--- src/rtl/esie_pkg.sv ---
// esie_pkg: constants, opcodes and states of the extended stack executor
package esie_pkg;
  localparam int unsigned ADDR_W   = 12;             // data space width
  localparam int unsigned WORD_W   = 16;             // program word width
  localparam int unsigned DATA_W   = 8;              // data byte width
  localparam int unsigned PC_W     = 21;             // program counter width
  localparam logic [8:0]  OP_IDX_MOVE = 9'h1d7;      // 1110_1011_1 prefix
  localparam logic [3:0]  OP_IDX_MOVE_2ND = 4'hf;    // second word prefix
  localparam logic [7:0]  OP_PUSH_LIT = 8'hfa;       // 1111_1010
  localparam logic [7:0]  OP_SUB_PTR  = 8'he9;       // 1110_1001
  localparam logic [1:0]  SEL_RETURN  = 2'h3;        // select 11 means return
  localparam logic [1:0]  SEL_PTR0    = 2'h0;        // pointer zero
  localparam logic [1:0]  SEL_PTR1    = 2'h1;        // pointer one
  localparam logic [11:0] ADDR_ZERO   = 12'h000;     // pointer reset value
  localparam logic [7:0]  DATA_ZERO   = 8'h00;       // indirect read value
  localparam logic [11:0] ONE_ADDR    = 12'h001;     // push decrement
  // special function register addresses (defaults, not from the data)
  localparam logic [11:0] ADDR_PC_LOW     = 12'hff9; // program_counter_low
  localparam logic [11:0] ADDR_TOP_LOW    = 12'hffd; // return_top_low
  localparam logic [11:0] ADDR_TOP_HIGH   = 12'hffe; // return_top_high
  localparam logic [11:0] ADDR_TOP_UPPER  = 12'hfff; // return_top_upper
  // indirect-addressing register block (base, mask)
  localparam logic [11:0] IND_MASK    = 12'hff8;     // compare mask
  localparam logic [11:0] IND_BASE0   = 12'hfe8;     // group for pointer 0
  localparam logic [11:0] IND_BASE1   = 12'hfe0;     // group for pointer 1
  localparam logic [11:0] IND_BASE2   = 12'hfd8;     // group for pointer 2
  localparam logic [2:0]  IND_LOW_MAX = 3'h4;        // offsets 0..4 indirect

  // execution phase; idle 00, move 01, ret 11
  typedef enum logic [1:0] {
    ESIE_IDLE = 2'b00,                               // decoding
    ESIE_MOVE = 2'b01,                               // second move cycle
    ESIE_RET  = 2'b11                                // return dead cycle
  } esie_state_t;
endpackage

--- src/rtl/esie_core.sv ---
// esie_core: executes the four extended software-stack instructions
// Behaviour
// - move addresses are pointer two plus offsets
// - addresses span the full 12-bit data space
// - move to pc low or stack top refused
// - indirect-register source reads as zero
// - indirect-register destination: no write, nop
// - move reads cycle one, writes cycle two
// - push writes literal at pointer two
// - push then decrements pointer two by one
// - subtract literal from selected pointer, one cycle
// - subtract-and-return subtracts and loads pc on the same edge
// - return form takes two cycles, select 11
`timescale 1ns/100ps
module esie_core (
  input  wire logic        mclk_in,      // instruction clock, 50 MHz
  input  wire logic        rstn_in,      // async reset, active low
  input  wire logic        instr_vld_in, // fetched word valid this cycle
  input  wire logic [15:0] instr_in,     // fetched program word
  input  wire logic [7:0]  rd_data_in,   // data memory read data
  input  wire logic [20:0] stack_top_in, // return_stack_top value
  output logic [11:0]      rd_addr_out,  // data memory read address
  output logic             rd_en_out,    // data memory read strobe
  output logic [11:0]      wr_addr_out,  // data memory write address
  output logic [7:0]       wr_data_out,  // data memory write data
  output logic             wr_en_out,    // data memory write strobe
  output logic [11:0]      ptr0_out,     // indirect pointer zero
  output logic [11:0]      ptr1_out,     // indirect pointer one
  output logic [11:0]      ptr2_out,     // indirect_pointer_two
  output logic [20:0]      pc_load_out,  // new program counter
  output logic             pc_load_en_out, // pc load pulse
  output logic             flags_we_out, // status flag write, always low
  output logic             busy_out      // second cycle in progress
);
  esie_pkg::esie_state_t state;          // execution phase
  logic [11:0] ptr [3];                  // the three indirect pointers
  logic [7:0]  src_byte;                 // source byte: read data, or zero if indirect
  logic        src_ind;                  // source was indirect register
  logic [11:0] src_addr;                 // computed move source
  logic [11:0] dst_addr;                 // computed move destination
  logic        dst_ind;                  // destination is indirect register
  logic        dst_bad;                  // destination is forbidden register
  logic        is_move, is_push, is_sub; // first-cycle decode
  logic [1:0]  sel;                      // pointer select field
  logic [11:0] lit6;                     // zero extended 6-bit literal
  logic        idle;                     // ready to decode

  assign idle    = (state == esie_pkg::ESIE_IDLE);
  assign is_move = idle && instr_vld_in &&
                   (instr_in[15:7] == esie_pkg::OP_IDX_MOVE);
  assign is_push = idle && instr_vld_in &&
                   (instr_in[15:8] == esie_pkg::OP_PUSH_LIT);
  assign is_sub  = idle && instr_vld_in &&
                   (instr_in[15:8] == esie_pkg::OP_SUB_PTR);
  assign sel     = instr_in[7:6];
  assign lit6    = {6'h00, instr_in[5:0]};

  // address forming, wraps in the 12-bit space
  assign src_addr = ptr[2] + {5'h00, instr_in[6:0]};
  assign dst_addr = ptr[2] + {5'h00, instr_in[6:0]};

  assign dst_bad = (dst_addr == esie_pkg::ADDR_PC_LOW)    ||
                   (dst_addr == esie_pkg::ADDR_TOP_LOW)   ||
                   (dst_addr == esie_pkg::ADDR_TOP_HIGH)  ||
                   (dst_addr == esie_pkg::ADDR_TOP_UPPER);

  esie_ind_detect u_src_ind (
    .addr_in (src_addr),
    .hit_out (src_ind)
  );
  esie_ind_detect u_dst_ind (
    .addr_in (dst_addr),
    .hit_out (dst_ind)
  );

  logic src_ind_q;                       // source indirect, held to cycle 2

  // phase sequencing
  always_ff @(posedge mclk_in or negedge rstn_in) begin
    if (!rstn_in) begin
      state <= esie_pkg::ESIE_IDLE;
    end else begin
      case (state)
        esie_pkg::ESIE_IDLE: begin
          if (is_move) begin
            state <= esie_pkg::ESIE_MOVE;
          // return form adds a dead cycle
          end else if (is_sub && sel == esie_pkg::SEL_RETURN) begin
            state <= esie_pkg::ESIE_RET;
          end
        end
        default: begin
          state <= esie_pkg::ESIE_IDLE;  // move and ret both end here
        end
      endcase
    end
  end

  // source read at end of first move cycle
  always_ff @(posedge mclk_in or negedge rstn_in) begin
    if (!rstn_in) begin
      rd_en_out   <= 1'b0;
      rd_addr_out <= esie_pkg::ADDR_ZERO;
      src_ind_q   <= 1'b0;
    end else begin
      rd_en_out <= is_move && !src_ind;
      if (is_move) begin
        rd_addr_out <= src_addr;
        src_ind_q   <= src_ind;
      end
    end
  end

  // indirect source supplies zero instead of memory data
  assign src_byte = src_ind_q ? esie_pkg::DATA_ZERO : rd_data_in;

  // data memory writes: push in one cycle, move in its second
  always_ff @(posedge mclk_in or negedge rstn_in) begin
    if (!rstn_in) begin
      wr_en_out   <= 1'b0;
      wr_addr_out <= esie_pkg::ADDR_ZERO;
      wr_data_out <= esie_pkg::DATA_ZERO;
    end else begin
      wr_en_out <= 1'b0;
      if (is_push) begin
        wr_en_out   <= 1'b1;
        wr_addr_out <= ptr[2];
        wr_data_out <= instr_in[7:0];
      // second word carries the 1111 prefix and the destination offset
      end else if (state == esie_pkg::ESIE_MOVE) begin
        // indirect or forbidden destination: nothing written
        // destination written at end of second cycle
        wr_en_out   <= !dst_ind && !dst_bad &&
                       (instr_in[15:12] == esie_pkg::OP_IDX_MOVE_2ND);
        wr_addr_out <= dst_addr;
        wr_data_out <= src_byte;
      end
    end
  end

  // pointer updates, one per entry
  genvar p;
  generate
    for (p = 0; p < 3; p++) begin : g_ptr
      always_ff @(posedge mclk_in or negedge rstn_in) begin
        if (!rstn_in) begin
          ptr[p] <= esie_pkg::ADDR_ZERO;
        end else if (p == 2 && is_push) begin
          ptr[p] <= ptr[p] - esie_pkg::ONE_ADDR;
        // select 0..2 subtracts; select 11 hits pointer two
        end else if (is_sub && (sel == 2'(p) ||
                     (p == 2 && sel == esie_pkg::SEL_RETURN))) begin
          ptr[p] <= ptr[p] - lit6;
        end
      end
    end
  endgenerate

  // return loads pc from the stack top
  always_ff @(posedge mclk_in or negedge rstn_in) begin
    if (!rstn_in) begin
      pc_load_en_out <= 1'b0;
      pc_load_out    <= 21'h00_0000;
    end else begin
      pc_load_en_out <= is_sub && sel == esie_pkg::SEL_RETURN;
      if (is_sub && sel == esie_pkg::SEL_RETURN) begin
        pc_load_out <= stack_top_in;
      end
    end
  end

  // flags never written; busy mirrors the second cycle
  always_ff @(posedge mclk_in or negedge rstn_in) begin
    if (!rstn_in) begin
      flags_we_out <= 1'b0;
      busy_out     <= 1'b0;
      ptr0_out     <= esie_pkg::ADDR_ZERO;
      ptr1_out     <= esie_pkg::ADDR_ZERO;
      ptr2_out     <= esie_pkg::ADDR_ZERO;
    end else begin
      flags_we_out <= 1'b0;
      busy_out     <= is_move ||
                      (is_sub && sel == esie_pkg::SEL_RETURN);
      ptr0_out     <= ptr[0];
      ptr1_out     <= ptr[1];
      ptr2_out     <= ptr[2];
    end
  end

  // checks
  a_push_write: assert property (
    @(posedge mclk_in) disable iff (!rstn_in)
    is_push |=> wr_en_out && wr_addr_out == $past(ptr[2]) &&
                wr_data_out == $past(instr_in[7:0]))
    else $error("push literal not written at pointer two");
  a_push_dec: assert property (
    @(posedge mclk_in) disable iff (!rstn_in)
    is_push |=> ptr[2] == $past(ptr[2]) - esie_pkg::ONE_ADDR)
    else $error("pointer two not decremented after push");
  a_sub_ptr: assert property (
    @(posedge mclk_in) disable iff (!rstn_in)
    is_sub && sel == esie_pkg::SEL_PTR0 |=>
    ptr[0] == $past(ptr[0]) - $past(lit6))
    else $error("pointer zero subtract wrong");
  a_ret_pc: assert property (
    @(posedge mclk_in) disable iff (!rstn_in)
    is_sub && sel == esie_pkg::SEL_RETURN |=>
    pc_load_en_out && pc_load_out == $past(stack_top_in) &&
    ptr[2] == $past(ptr[2]) - $past(lit6))
    else $error("return did not subtract and load pc");
  a_ret_two: assert property (
    @(posedge mclk_in) disable iff (!rstn_in)
    is_sub && sel == esie_pkg::SEL_RETURN |=>
    state == esie_pkg::ESIE_RET ##1 idle)
    else $error("return not two cycles");
  a_move_read: assert property (
    @(posedge mclk_in) disable iff (!rstn_in)
    is_move && !src_ind |=> rd_en_out && rd_addr_out == $past(src_addr))
    else $error("move source address wrong");
  a_move_two: assert property (
    @(posedge mclk_in) disable iff (!rstn_in)
    is_move |=> !idle ##1 idle)
    else $error("move not two cycles");
  a_bad_dest: assert property (
    @(posedge mclk_in) disable iff (!rstn_in)
    state == esie_pkg::ESIE_MOVE && (dst_bad || dst_ind) |=> !wr_en_out)
    else $error("forbidden or indirect destination written");
  a_flags_off: assert property (
    @(posedge mclk_in) disable iff (!rstn_in)
    !flags_we_out)
    else $error("status flags written");
  c_push: cover property (@(posedge mclk_in) disable iff (!rstn_in)
    is_push);
  c_move: cover property (@(posedge mclk_in) disable iff (!rstn_in)
    is_move ##1 wr_en_out);
  c_ret: cover property (@(posedge mclk_in) disable iff (!rstn_in)
    is_sub && sel == esie_pkg::SEL_RETURN);
endmodule

--- src/rtl/esie_ind_detect.sv ---
// esie_ind_detect: flags addresses inside indirect-addressing register groups
`timescale 1ns/100ps
module esie_ind_detect (
  input  wire logic [11:0] addr_in,   // address to classify
  output logic             hit_out    // high when indirect register
);
  logic [2:0] grp_hit;                // per-group match

  // one comparator per pointer group
  genvar g;
  generate
    for (g = 0; g < 3; g++) begin : g_grp
      logic [11:0] base;              // group base
      assign base = (g == 0) ? esie_pkg::IND_BASE0 :
                    (g == 1) ? esie_pkg::IND_BASE1 : esie_pkg::IND_BASE2;
      assign grp_hit[g] = ((addr_in & esie_pkg::IND_MASK) == base) &&
                          (addr_in[2:0] <= esie_pkg::IND_LOW_MAX);
    end
  endgenerate

  assign hit_out = |grp_hit;
endmodule

--- config.mk ---
export PLATFORM = sky130hd
export DESIGN_NAME = esie_core
export DESIGN_NICKNAME = d
export VERILOG_FILES = /design/src/rtl/esie_pkg.sv /design/src/rtl/esie_core.sv /design/src/rtl/esie_ind_detect.sv
export SDC_FILE = /design/constraint.sdc
export NUM_CORES = 1
export LEC_CHECK = 0
export ABC_AREA = 1
export BUFFER_PORTS_ARGS = -buffer_cell sky130_fd_sc_hd__buf_2
export CAP_MARGIN = 20
export CORE_MARGIN = 2
export CORE_UTILIZATION = 37
export DETAILED_ROUTE_END_ITERATION = 12
export SLEW_MARGIN = 20
export SYNTH_ARGS = -nofsm -noshare
export SYNTH_HDL_FRONTEND = slang
export SYNTH_SLANG_ARGS = --single-unit
--- constraint.sdc ---
create_clock -name mclk_in -period 5.36 [get_ports mclk_in]
set_input_delay 0.804 -clock mclk_in [delete_from_list [all_inputs] [get_ports mclk_in]]
set_output_delay 0.804 -clock mclk_in [all_outputs]
set_load 0.03 [all_outputs]
Yosys cells after proc, flatten, opt, wreduce, memory -nomap -nowiden
Index checks and enable logic that the tools add are counted.
- order comparisons: 1
- equal/unequal tests: 16
- $mul: 0
- div/mod/pow operators: 0
- reduce and logical (&&, ||, !) cells: 26
- $add $sub $neg: 5
- multiplexer cells: 12
- bitwise operators: 0
- shift-type cells: 0
- operators with widths (operator ; count):
    equality test 12 bit, second input constant ; 4
    2-to-1 mux 12 bit ; 4
    equality test 9 bit, second input constant ; 4
    subtractor 12 x 6 -> 12 bit ; 3
    2-to-1 mux 8 bit ; 3
    equality test 8 bit, second input constant ; 2
    logical AND 1 bit ; 14
    adder 12 x 7 -> 12 bit ; 1
    subtractor 12 x 1 -> 12 bit, second input constant ; 1
    2-to-1 mux 2 bit ; 3
    logical OR 1 bit ; 5
    equality test 2 x 1 -> 1 bit, second input constant ; 2
    equality test 2 bit, second input constant ; 2
    equality test 4 bit, second input constant ; 1
    logical NOT 2 bit ; 2
    nonzero test 2 bit ; 2
    <= comparator 3 bit, second input constant ; 1
    != test 3 x 2 -> 1 bit, second input constant ; 1
    OR reduction 3 bit ; 1
    logical NOT 1 bit ; 2
    2-to-1 mux 1 bit ; 2
- memories kept: 0
- register bits after elaboration: 132
- output and inout port bits: 94
- bits in latches: 0
- RAM bits: 0
- input bits: 48
- ROM bits: 0

Depth between registers and ports, before layout
Gate-level depths: netlist of the first run.
- depth in word-level cells: 10
- gate-level depth with buffers: 15
- gate-level depth less buffers: 15

Hierarchy
A second synthesis of the first run with hierarchy kept.
- cell total of the unflattened synthesis: 785
- area total of the unflattened synthesis: 6600.1 um^2
- modules (own cells, without submodules) (module ; cells each ; seq. area each (um^2) ; times used ; area each (um^2)):
    esie_core ; 757 ; 3303.2 ; 1 ; 6487.5
    esie_ind_detect ; 14 ; 0.0 ; 2 ; 56.3

Worst setup path after synthesis of the first run
No wires, ideal clock.
- path type: input to register
- start point: input port instr_in[11]
- end point: register ptr[8] (netlist bit)
- slack: 2637 ps
- arrival time: 2602 ps
- stages on the path: 15
- library setup time: 120 ps
- required time: 5240 ps
- path buffers: 0
- cells stage by stage: inv_1 -> nor2_4 -> inv_2 -> nor3_4 -> nand3_4 -> nand2_1 -> inv_1 -> fa_1 -> nand3b_1 -> a21oi_1 -> o21ai_0 -> nand3_2 -> nor2_1 -> nand2_1 -> nand2_1
- cells in the longest elaborated chain, start to end: 4
- elaborated cells between the ends (all ways): 7
- those cells by class: 2 x eq/ne; 1 x mux; 4 x reduce/logical
- ends and longest elaborated chain (what ; RTL line ; RTL):
    start, declared ; esie_core.sv:19 ; input wire logic [15:0] instr_in,
    equality test 8 bit ; esie_core.sv:54 ; (instr_in[15:8] == esie_pkg::OP_SUB_PTR);
    logical AND 1 bit ; esie_core.sv:53 ; assign is_sub = idle && instr_vld_in &&
    logical AND 1 bit ; esie_core.sv:151 ; end else if (is_sub && (sel == 2'(p) ||
    nonzero test 2 bit (no line) ; -- ;
    end signal, assigned by index ; esie_core.sv:147 ; ptr[p] <= esie_pkg::ADDR_ZERO;
    end signal, assigned by index ; esie_core.sv:149 ; ptr[p] <= ptr[p] - esie_pkg::ONE_ADDR;
    end signal, assigned by index ; esie_core.sv:153 ; ptr[p] <= ptr[p] - lit6;
    end, declared ; esie_core.sv:36 ; logic [11:0] ptr [3];
Several ways; a longest one is shown, not always the timed one.
A chain may end at the register's enable or synchronous reset.

Worst setup path in the final report of the first run
- start point: input port instr_in[10]
- end point: register ptr[11] (netlist bit)
Same word-level chain as after synthesis.

==> impl_metrics.json, run 1 <==
{
  "outcome": "finished, final reports clean",
  "critPathMaxStageDelay_ns": 0.29,
  "row_count": 48,
  "synth_xor_area_share_pct": 3.521,
  "cp_cell_sequence": "buf_2 -> nor2_4 -> inv_2 -> nor3_4 -> nand3_4 -> nand2_1 -> ha_1 -> a21oi_1 -> o21ai_0 -> a211oi_1 -> or2_2 -> nand2_1 -> nand2_1 -> o21ai_0",
  "regToRegSetupSlack_ns": 2.83,
  "powerDensity_nw_per_um2": 324.4,
  "fmaxAchievable_mhz": 365.8,
  "nNetsFinal": 958,
  "buffer_ports.inserted": 140,
  "fill_cells": 1654,
  "place.gp.congestion": 0.8685,
  "netlist_top_cells_area": "dfrtp_1 (51%), nand2_1 (13%), ha_1 (4.8%)",
  "multiInputGateArea_um2": 2760,
  "synth_mux_area_share_pct": 0,
  "critPathArrivalTime_ns": 3.02,
  "power_w": 0.002577,
  "synth_common_cells": "nand2_1 (229), dfrtp_1 (132), inv_1 (77)",
  "yosys.area_share.simple_pct": 23.54,
  "final_max_slew_viol_count": 0,
  "die_w_um": 136.2,
  "hold_start": "ptr[34]",
  "critPathSlowestCell": "a211oi_1",
  "clock-sinks": 132,
  "fin_crit_sh_pct": 51.00,
  "cts-root-buf": "clkbuf_16",
  "path_max_fanout": 9,
  "tightest_slew_ns": 0.8554,
  "hold_path.class": "reg -> reg",
  "cts_tree": "yes",
  "cp_num_buf_inv": 2,
  "netlist_instances": 736,
  "cap_violations": 0,
  "syn_area_per_cell_um2": 8.787,
  "fin_crit_ns": 2.734,
  "grt_setup_unrepaired": "false",
  "synthesis.nets": 813,
  "synth_edf_count": 0,
  "synth_top_cell_by_area": "dfrtp_1",
  "setup_tns_ns": 0,
  "skew_ns": 0.009095,
  "grt_pass1_vias": 5096,
  "seq_area_frac_synth_pct": 51.07,
  "slew_headroom_pct": 42.91,
  "synth_compound_gate_area_share_pct": 9.480,
  "clk_pin_slew_ns": 0.06,
  "async_flop_share_pct": 100.0,
  "ant_nets": 0,
  "ys_ff_latch": 132,
  "synth_cell_types": 43,
  "grt_max_degree": 77,
  "grt.overflow.total": 0,
  "cts_hold_buf": 0,
  "syn_area_um2": 6467,
  "grt_pass1_wl_um": 26630,
  "required_ns": 5.65,
  "synth_top_family_by_area": "simple AND/OR/NAND/NOR gates",
  "synthAdderAreaFrac_pct": 6.075,
  "grt_use_total_pct": 18.92,
  "insertedDiodeCount": 0,
  "path_class": "in -> reg",
  "setup_violations": 0,
  "chipHeight_um": 136.2,
  "coreArea_um2": 17180,
  "cts-buffers-inserted": 17,
  "dp.cells": 1087,
  "p_leak_nw": 4.311,
  "cp-end-kind": "flop",
  "fp.dieArea_um2": 18550,
  "synth.most_common_cell": "nand2_1",
  "whs_path_depth": 0,
  "syn2layout_area_growth_pct": 22.83,
  "vdd_ir_drop_max_mv": 0.2118,
  "drive_gt1_share_pct": 22.51,
  "clock_path_buffers": 2,
  "vias": 5374,
  "initial_core_util_pct": 37.65,
  "finalWirelength_um": 17090,
  "hold-worst-slack_ns": 0.3708,
  "groute.layer.met3.usage_pct": 4.623,
  "rr_endpoint": "ptr[11]",
  "insertion_delay_ns": 0.42,
  "r2r_cells": 13,
  "wl_per_cell_um": 15.29,
  "grt.met1_usage_pct": 25.96,
  "cts_setup_buffers": 0,
  "htree_levels": 4,
  "cp_top_family": "simple AND/OR/NAND/NOR gates",
  "register_area_um2": 3303,
  "drt_iter0_drc": 321,
  "antenna_found_initial": 1,
  "layout.cells.non_filler": 1118,
  "via_per_inst": 4.807,
  "cpMostUsedCell": "nand2_1",
  "dp.final_hpwl_um": 12630,
  "io_pins": 142,
  "firstDrtPassIters": 7,
  "synth_flop_cell": "dfrtp_1",
  "hold_path_end": "ptr0_out[10]",
  "cts-resized-gates": 0,
  "grtUsageMet2_pct": 29.45,
  "yosysWarnings": 0,
  "grt.busiest_layer": "met2",
  "synth_top_area_share_pct": 51.07,
  "start_kind": "primary input",
  "hold_viol_final": 0,
  "route.detailed.drc": 0,
  "r2r_start": "state[1]"
}
[worst max path at each step]
stage | from | end | slack [ns] | depth (start not counted)
2_1_floorplan | instr_in[11] | ptr[8] | 2.64 | 15
3_3_place_gp | instr_in[10] | ptr[8] | 2.30 | 15
3_5_place_dp | instr_in[10] | ptr[8] | 2.24 | 15
4_1_cts | instr_in[10] | ptr[11] | 2.64 | 14
5_1_grt | instr_in[10] | ptr[8] | 2.44 | 15
6_report | instr_in[10] | ptr[11] | 2.63 | 14
[cells by family (layout without fill, tap and decap cells)]
group / Yosys count / count (layout)
other: 1 / 1
AND/OR/NAND/NOR: 352 / 352
AO/OA/AOI/OAI: 98 / 98
flip-flops: 132 / 132
buffers and inverters: 98 / 255
XOR/XNOR: 26 / 26
adder cells (fa/ha/maj): 29 / 29
[sequential cells by signal (all words and copies together), names as in the netlist]
| signal | flops |
|---|---|
| busy_out | 1 |
| pc_load_en_out | 1 |
| pc_load_out | 21 |
| ptr | 36 |
| ptr0_out | 12 |
| ptr1_out | 12 |
| ptr2_out | 12 |
| rd_addr_out | 12 |
| rd_en_out | 1 |
| src_ind_q | 1 |
| state | 2 |
| wr_addr_out | 12 |
| wr_data_out | 8 |
| wr_en_out | 1 |
[cells in the final DEF, fill, tap and decap left out, types with 4 or more instances in the layout]
cell and n:
o21ai_2 7, buf_2 139, o21ai_0 32, clkbuf_16 17, clkinv_2 4, xor2_1 17, o211ai_1 10, inv_1 77
dfrtp_1 132, o221ai_1 10, xnor2_1 9, a21oi_1 20, nor2_1 47, inv_2 5, ha_1 25, nand3_1 44
nand4_1 7, fa_1 4, nand2_1 229, o21ai_1 8
[power by group]
part	leakage, nW	switching, W	internal (W)
Sequential	1.72	0.0000337	0.00104
Combinational	2.31	0.000258	0.000113
Clock	0.279	0.000438	0.000694
[routing by layer]
layer / vias to the layer above / wire [µm] / part of all wire, %
li1: 2674 / - / -
met1: 2516 / 7784 / 46
met2: 159 / 7993 / 47
met3: 23 / 1075 / 6.3
met4: 2 / 227 / 1.3
met5: - / 11 / 0.064
[final cells by class]
type                            count  area share (%)
Sequential cell                   132           41.58
Multi-Input combinational cell    506           34.75
Timing Repair Buffer              141           8.994
Clock buffer                       19           5.576
Inverter                           83           3.922
Tap cell                          225           3.544
Clock inverter                     12           1.638
[stage by stage]
stage	cell area (µm²)	utilization, %	setup WS, ns
final	7944	46.25	2.626
after global routing	7944	46.25	2.437
after CTS	7944	46.25	2.642
after detailed placement	7371	42.91	2.235
after global placement	7371	42.91	2.299
after floorplan	6467	-	2.637
No activity file was read; power rests on OpenSTA's default activity.
==> inputs of run 2 (changes only) <==
- clock period: 5.36 -> 2.5 ns (I/O delays scaled with it)
==> run 2 against run 1 <==
  * Worst setup slack worse by 2.4 ns
  * Sequential share of layout area down 1.1 points
  * Worst hold slack worse by 0.21 ns
  * Total power up 120%
  * Cell area up 2.7%
  * Die area unchanged
  * Routed wire length down 1.0%
  * Clock-buffer cell count down 1
  * Register-to-register slack worse by 2.6 ns
  * First-iteration DRC count up 8.4%
  * Critical path depth unchanged
  * Clock power up 140%
  * Largest cell class unchanged
==> impl_metrics.json, run 2 (synthesized netlist as in run 1, its figures left out) <==
{
  "required_ns": 2.81,
  "critPathArrivalTime_ns": 2.61,
  "critPathMaxStageDelay_ns": 0.47,
  "powerDensity_nw_per_um2": 709.0,
  "clock-sinks": 132,
  "regMostFlops": "ptr",
  "critPathSlowestCell": "fa_1",
  "syn2layout_area_growth_pct": 26.10,
  "path_class": "reg -> reg",
  "cts-root-buf": "clkbuf_16",
  "cpMostUsedCell": "nand2_1",
  "fmaxAchievable_mhz": 435.4,
  "grt_use_total_pct": 18.98,
  "rr_endpoint": "wr_en_out",
  "initial_core_util_pct": 37.65,
  "hold_start": "stack_top_in[8]",
  "final_common_cell": "nand2_1",
  "largest_registers": "ptr: 36 flops, pc_load_out: 21 flops",
  "outcome": "finished, final reports clean",
  "regToRegSetupSlack_ns": 0.20,
  "pwr-share-clk_pct": 46.1,
  "final_max_slew_viol_count": 0,
  "p_int_w": 0.004171,
  "cp_cell_sequence": "inv_1 -> fa_1 -> inv_1 -> nand2_1 -> nand2_1 -> nand3_1 -> nand2_1 -> nand2_1 -> nand2_1 -> nand3_1 -> nor2_1 -> nand2_1 -> nand3_1 -> nand2_1",
  "power_switching_w": 0.001612,
  "wl_per_cell_um": 14.88,
  "fill_cells": 1713,
  "clock_path_buffers": 2,
  "skew_ns": 0.006717,
  "hold_path_end": "pc_load_out[8]",
  "finalWirelength_um": 16920,
  "insertion_delay_ns": 0.42,
  "grt.overflow.total": 0,
  "tightest_slew_ns": 0.7120,
  "r2r_cells": 14,
  "vdd_ir_drop_max_mv": 0.4326,
  "cts-buffers-inserted": 17,
  "largest_reg_flops": 36,
  "grt_pass1_wl_um": 26740,
  "chipHeight_um": 136.2,
  "dpl-instance-area_um2": 7496,
  "seqPwrFrac_pct": 39.8,
  "drive_gt1_share_pct": 24.15,
  "clk_pin_slew_ns": 0.06,
  "die_w_um": 136.2,
  "setup_violations": 0,
  "row_count": 48,
  "coreArea_um2": 17180,
  "start_kind": "flop",
  "grt_max_degree": 58,
  "switching_share_pct": 27.87,
  "grt_pass1_vias": 5204,
  "firstDrtPassIters": 5,
  "htree_levels": 4,
  "whs_path_depth": 3,
  "hold_viol_final": 0,
  "path_max_fanout": 5,
  "dp.final_hpwl_um": 12900,
  "fin_crit_ns": 2.297,
  "cp-end-kind": "flop",
  "fp.dieArea_um2": 18550,
  "layout_common_cells": "nand2_1 (229), buf_2 (139), dfrtp_1 (131), inv_1 (77), nor2_1 (47)",
  "via_per_inst": 4.789,
  "route.detailed.drc": 0,
  "p_leak_nw": 4.413,
  "r2r_start": "ptr[1]",
  "place.gp.congestion": 0.9340,
  "io_pins": 142,
  "ant_nets": 0,
  "buffer_ports.inserted": 140,
  "grt_setup_unrepaired": "false",
  "fin_crit_sh_pct": 91.86,
  "nNetsFinal": 975,
  "postLayoutCoreUtil_pct": 47.48,
  "power_frac_comb_pct": 14.1,
  "hold_path.class": "in -> reg",
  "antenna_found_initial": 1,
  "cts_tree": "yes",
  "slew_headroom_pct": 52.42,
  "setup_ws_ns": 0.2034,
  "setup_tns_ns": 0,
  "cap_violations": 0,
  "dp_slack_ns": 0.01995,
  "fin_area_um2": 8155,
  "vias": 5445,
  "drt_iter0_drc": 348
}
run 2: cell count changes in the layout (fill, tap and decap cells not counted), sizes merged:
cell,delta
buf,+16
diode,+1
clkinv,-4
dlygate4sd3,+1
clkbuf,-1
inv,+2
bufinv,+2
clkinvlp,+2
run 2: cell type report:
class                           count  area (µm²)  area share [%]
Timing Repair Buffer              158       857.1           10.51
Tap cell                          225       281.5           3.452
Antenna cell                        1       2.502         0.03068
Clock inverter                     14       201.4           2.470
Multi-Input combinational cell    506        2765           33.91
Sequential cell                   132        3304           40.52
Clock buffer                       18       429.2           5.262
Inverter                           83       314.1           3.851
run 2: per-layer routing:
metal	GRT usage (%)	wire, µm
met4	7.465	341
met2	30.07	7780
met3	3.840	910
met5	0	0
met1	25.58	7888
run 2: power groups by stage:
| stage | combinational (W) | sequential, W | clock [W] |
|---|---|---|---|
| 6_report | 0.000815 | 0.00230 | 0.00267 |
| 5_1_grt | 0.000913 | 0.00231 | 0.00284 |
| 4_1_cts | 0.000816 | 0.00230 | 0.00272 |
| 3_5_place_dp | 0.000811 | 0.00234 | 0 |
| 3_3_place_gp | 0.000806 | 0.00234 | 0 |
| 2_1_floorplan | 0.000391 | 0.00245 | 0 |
run 2: how the worst max path moves through the flow:
stage	startpoint	to	slack, ns	cells past startpoint
floorplan	instr_in[11]	ptr[8]	0.21	15
global placement	instr_in[10]	ptr[8]	0.06	15
detailed placement	instr_in[10]	ptr[11]	0.02	14
CTS	ptr[0]	wr_en_out	0.11	15
global route	ptr[1]	wr_en_out	0.02	14
finish	ptr[1]	wr_en_out	0.20	14
run 2: metrics by stage:
step                hold WS, ns  instances  power, W
floorplan               0.07941        736  0.002846
global placement         0.3599       1102  0.003145
detailed placement       0.3596       1102  0.003149
CTS                      0.1449       1135  0.005842
global route             0.1443       1136  0.006061
finish                   0.1575       1137  0.005782
run 2: repair_timing:
| item | CTS | global route |
|---|---|---|
| setup buffers | 0 | 1 |
| hold endpoints to repair | 54 | 0 |
| endpoints found under the setup margin | 0 | 5 |
| resized for setup | 0 | 3 |
| hold buffers | 1 | 0 |
run 2: critical path: cells and delay by family, from the launching register on:
kind / cells / cell delay, ns
adder cells (fa/ha/maj): 1 / 0.47
buffers and inverters: 2 / 0.25
AND/OR/NAND/NOR: 11 / 1.04
flip-flops: 1 / 0.41
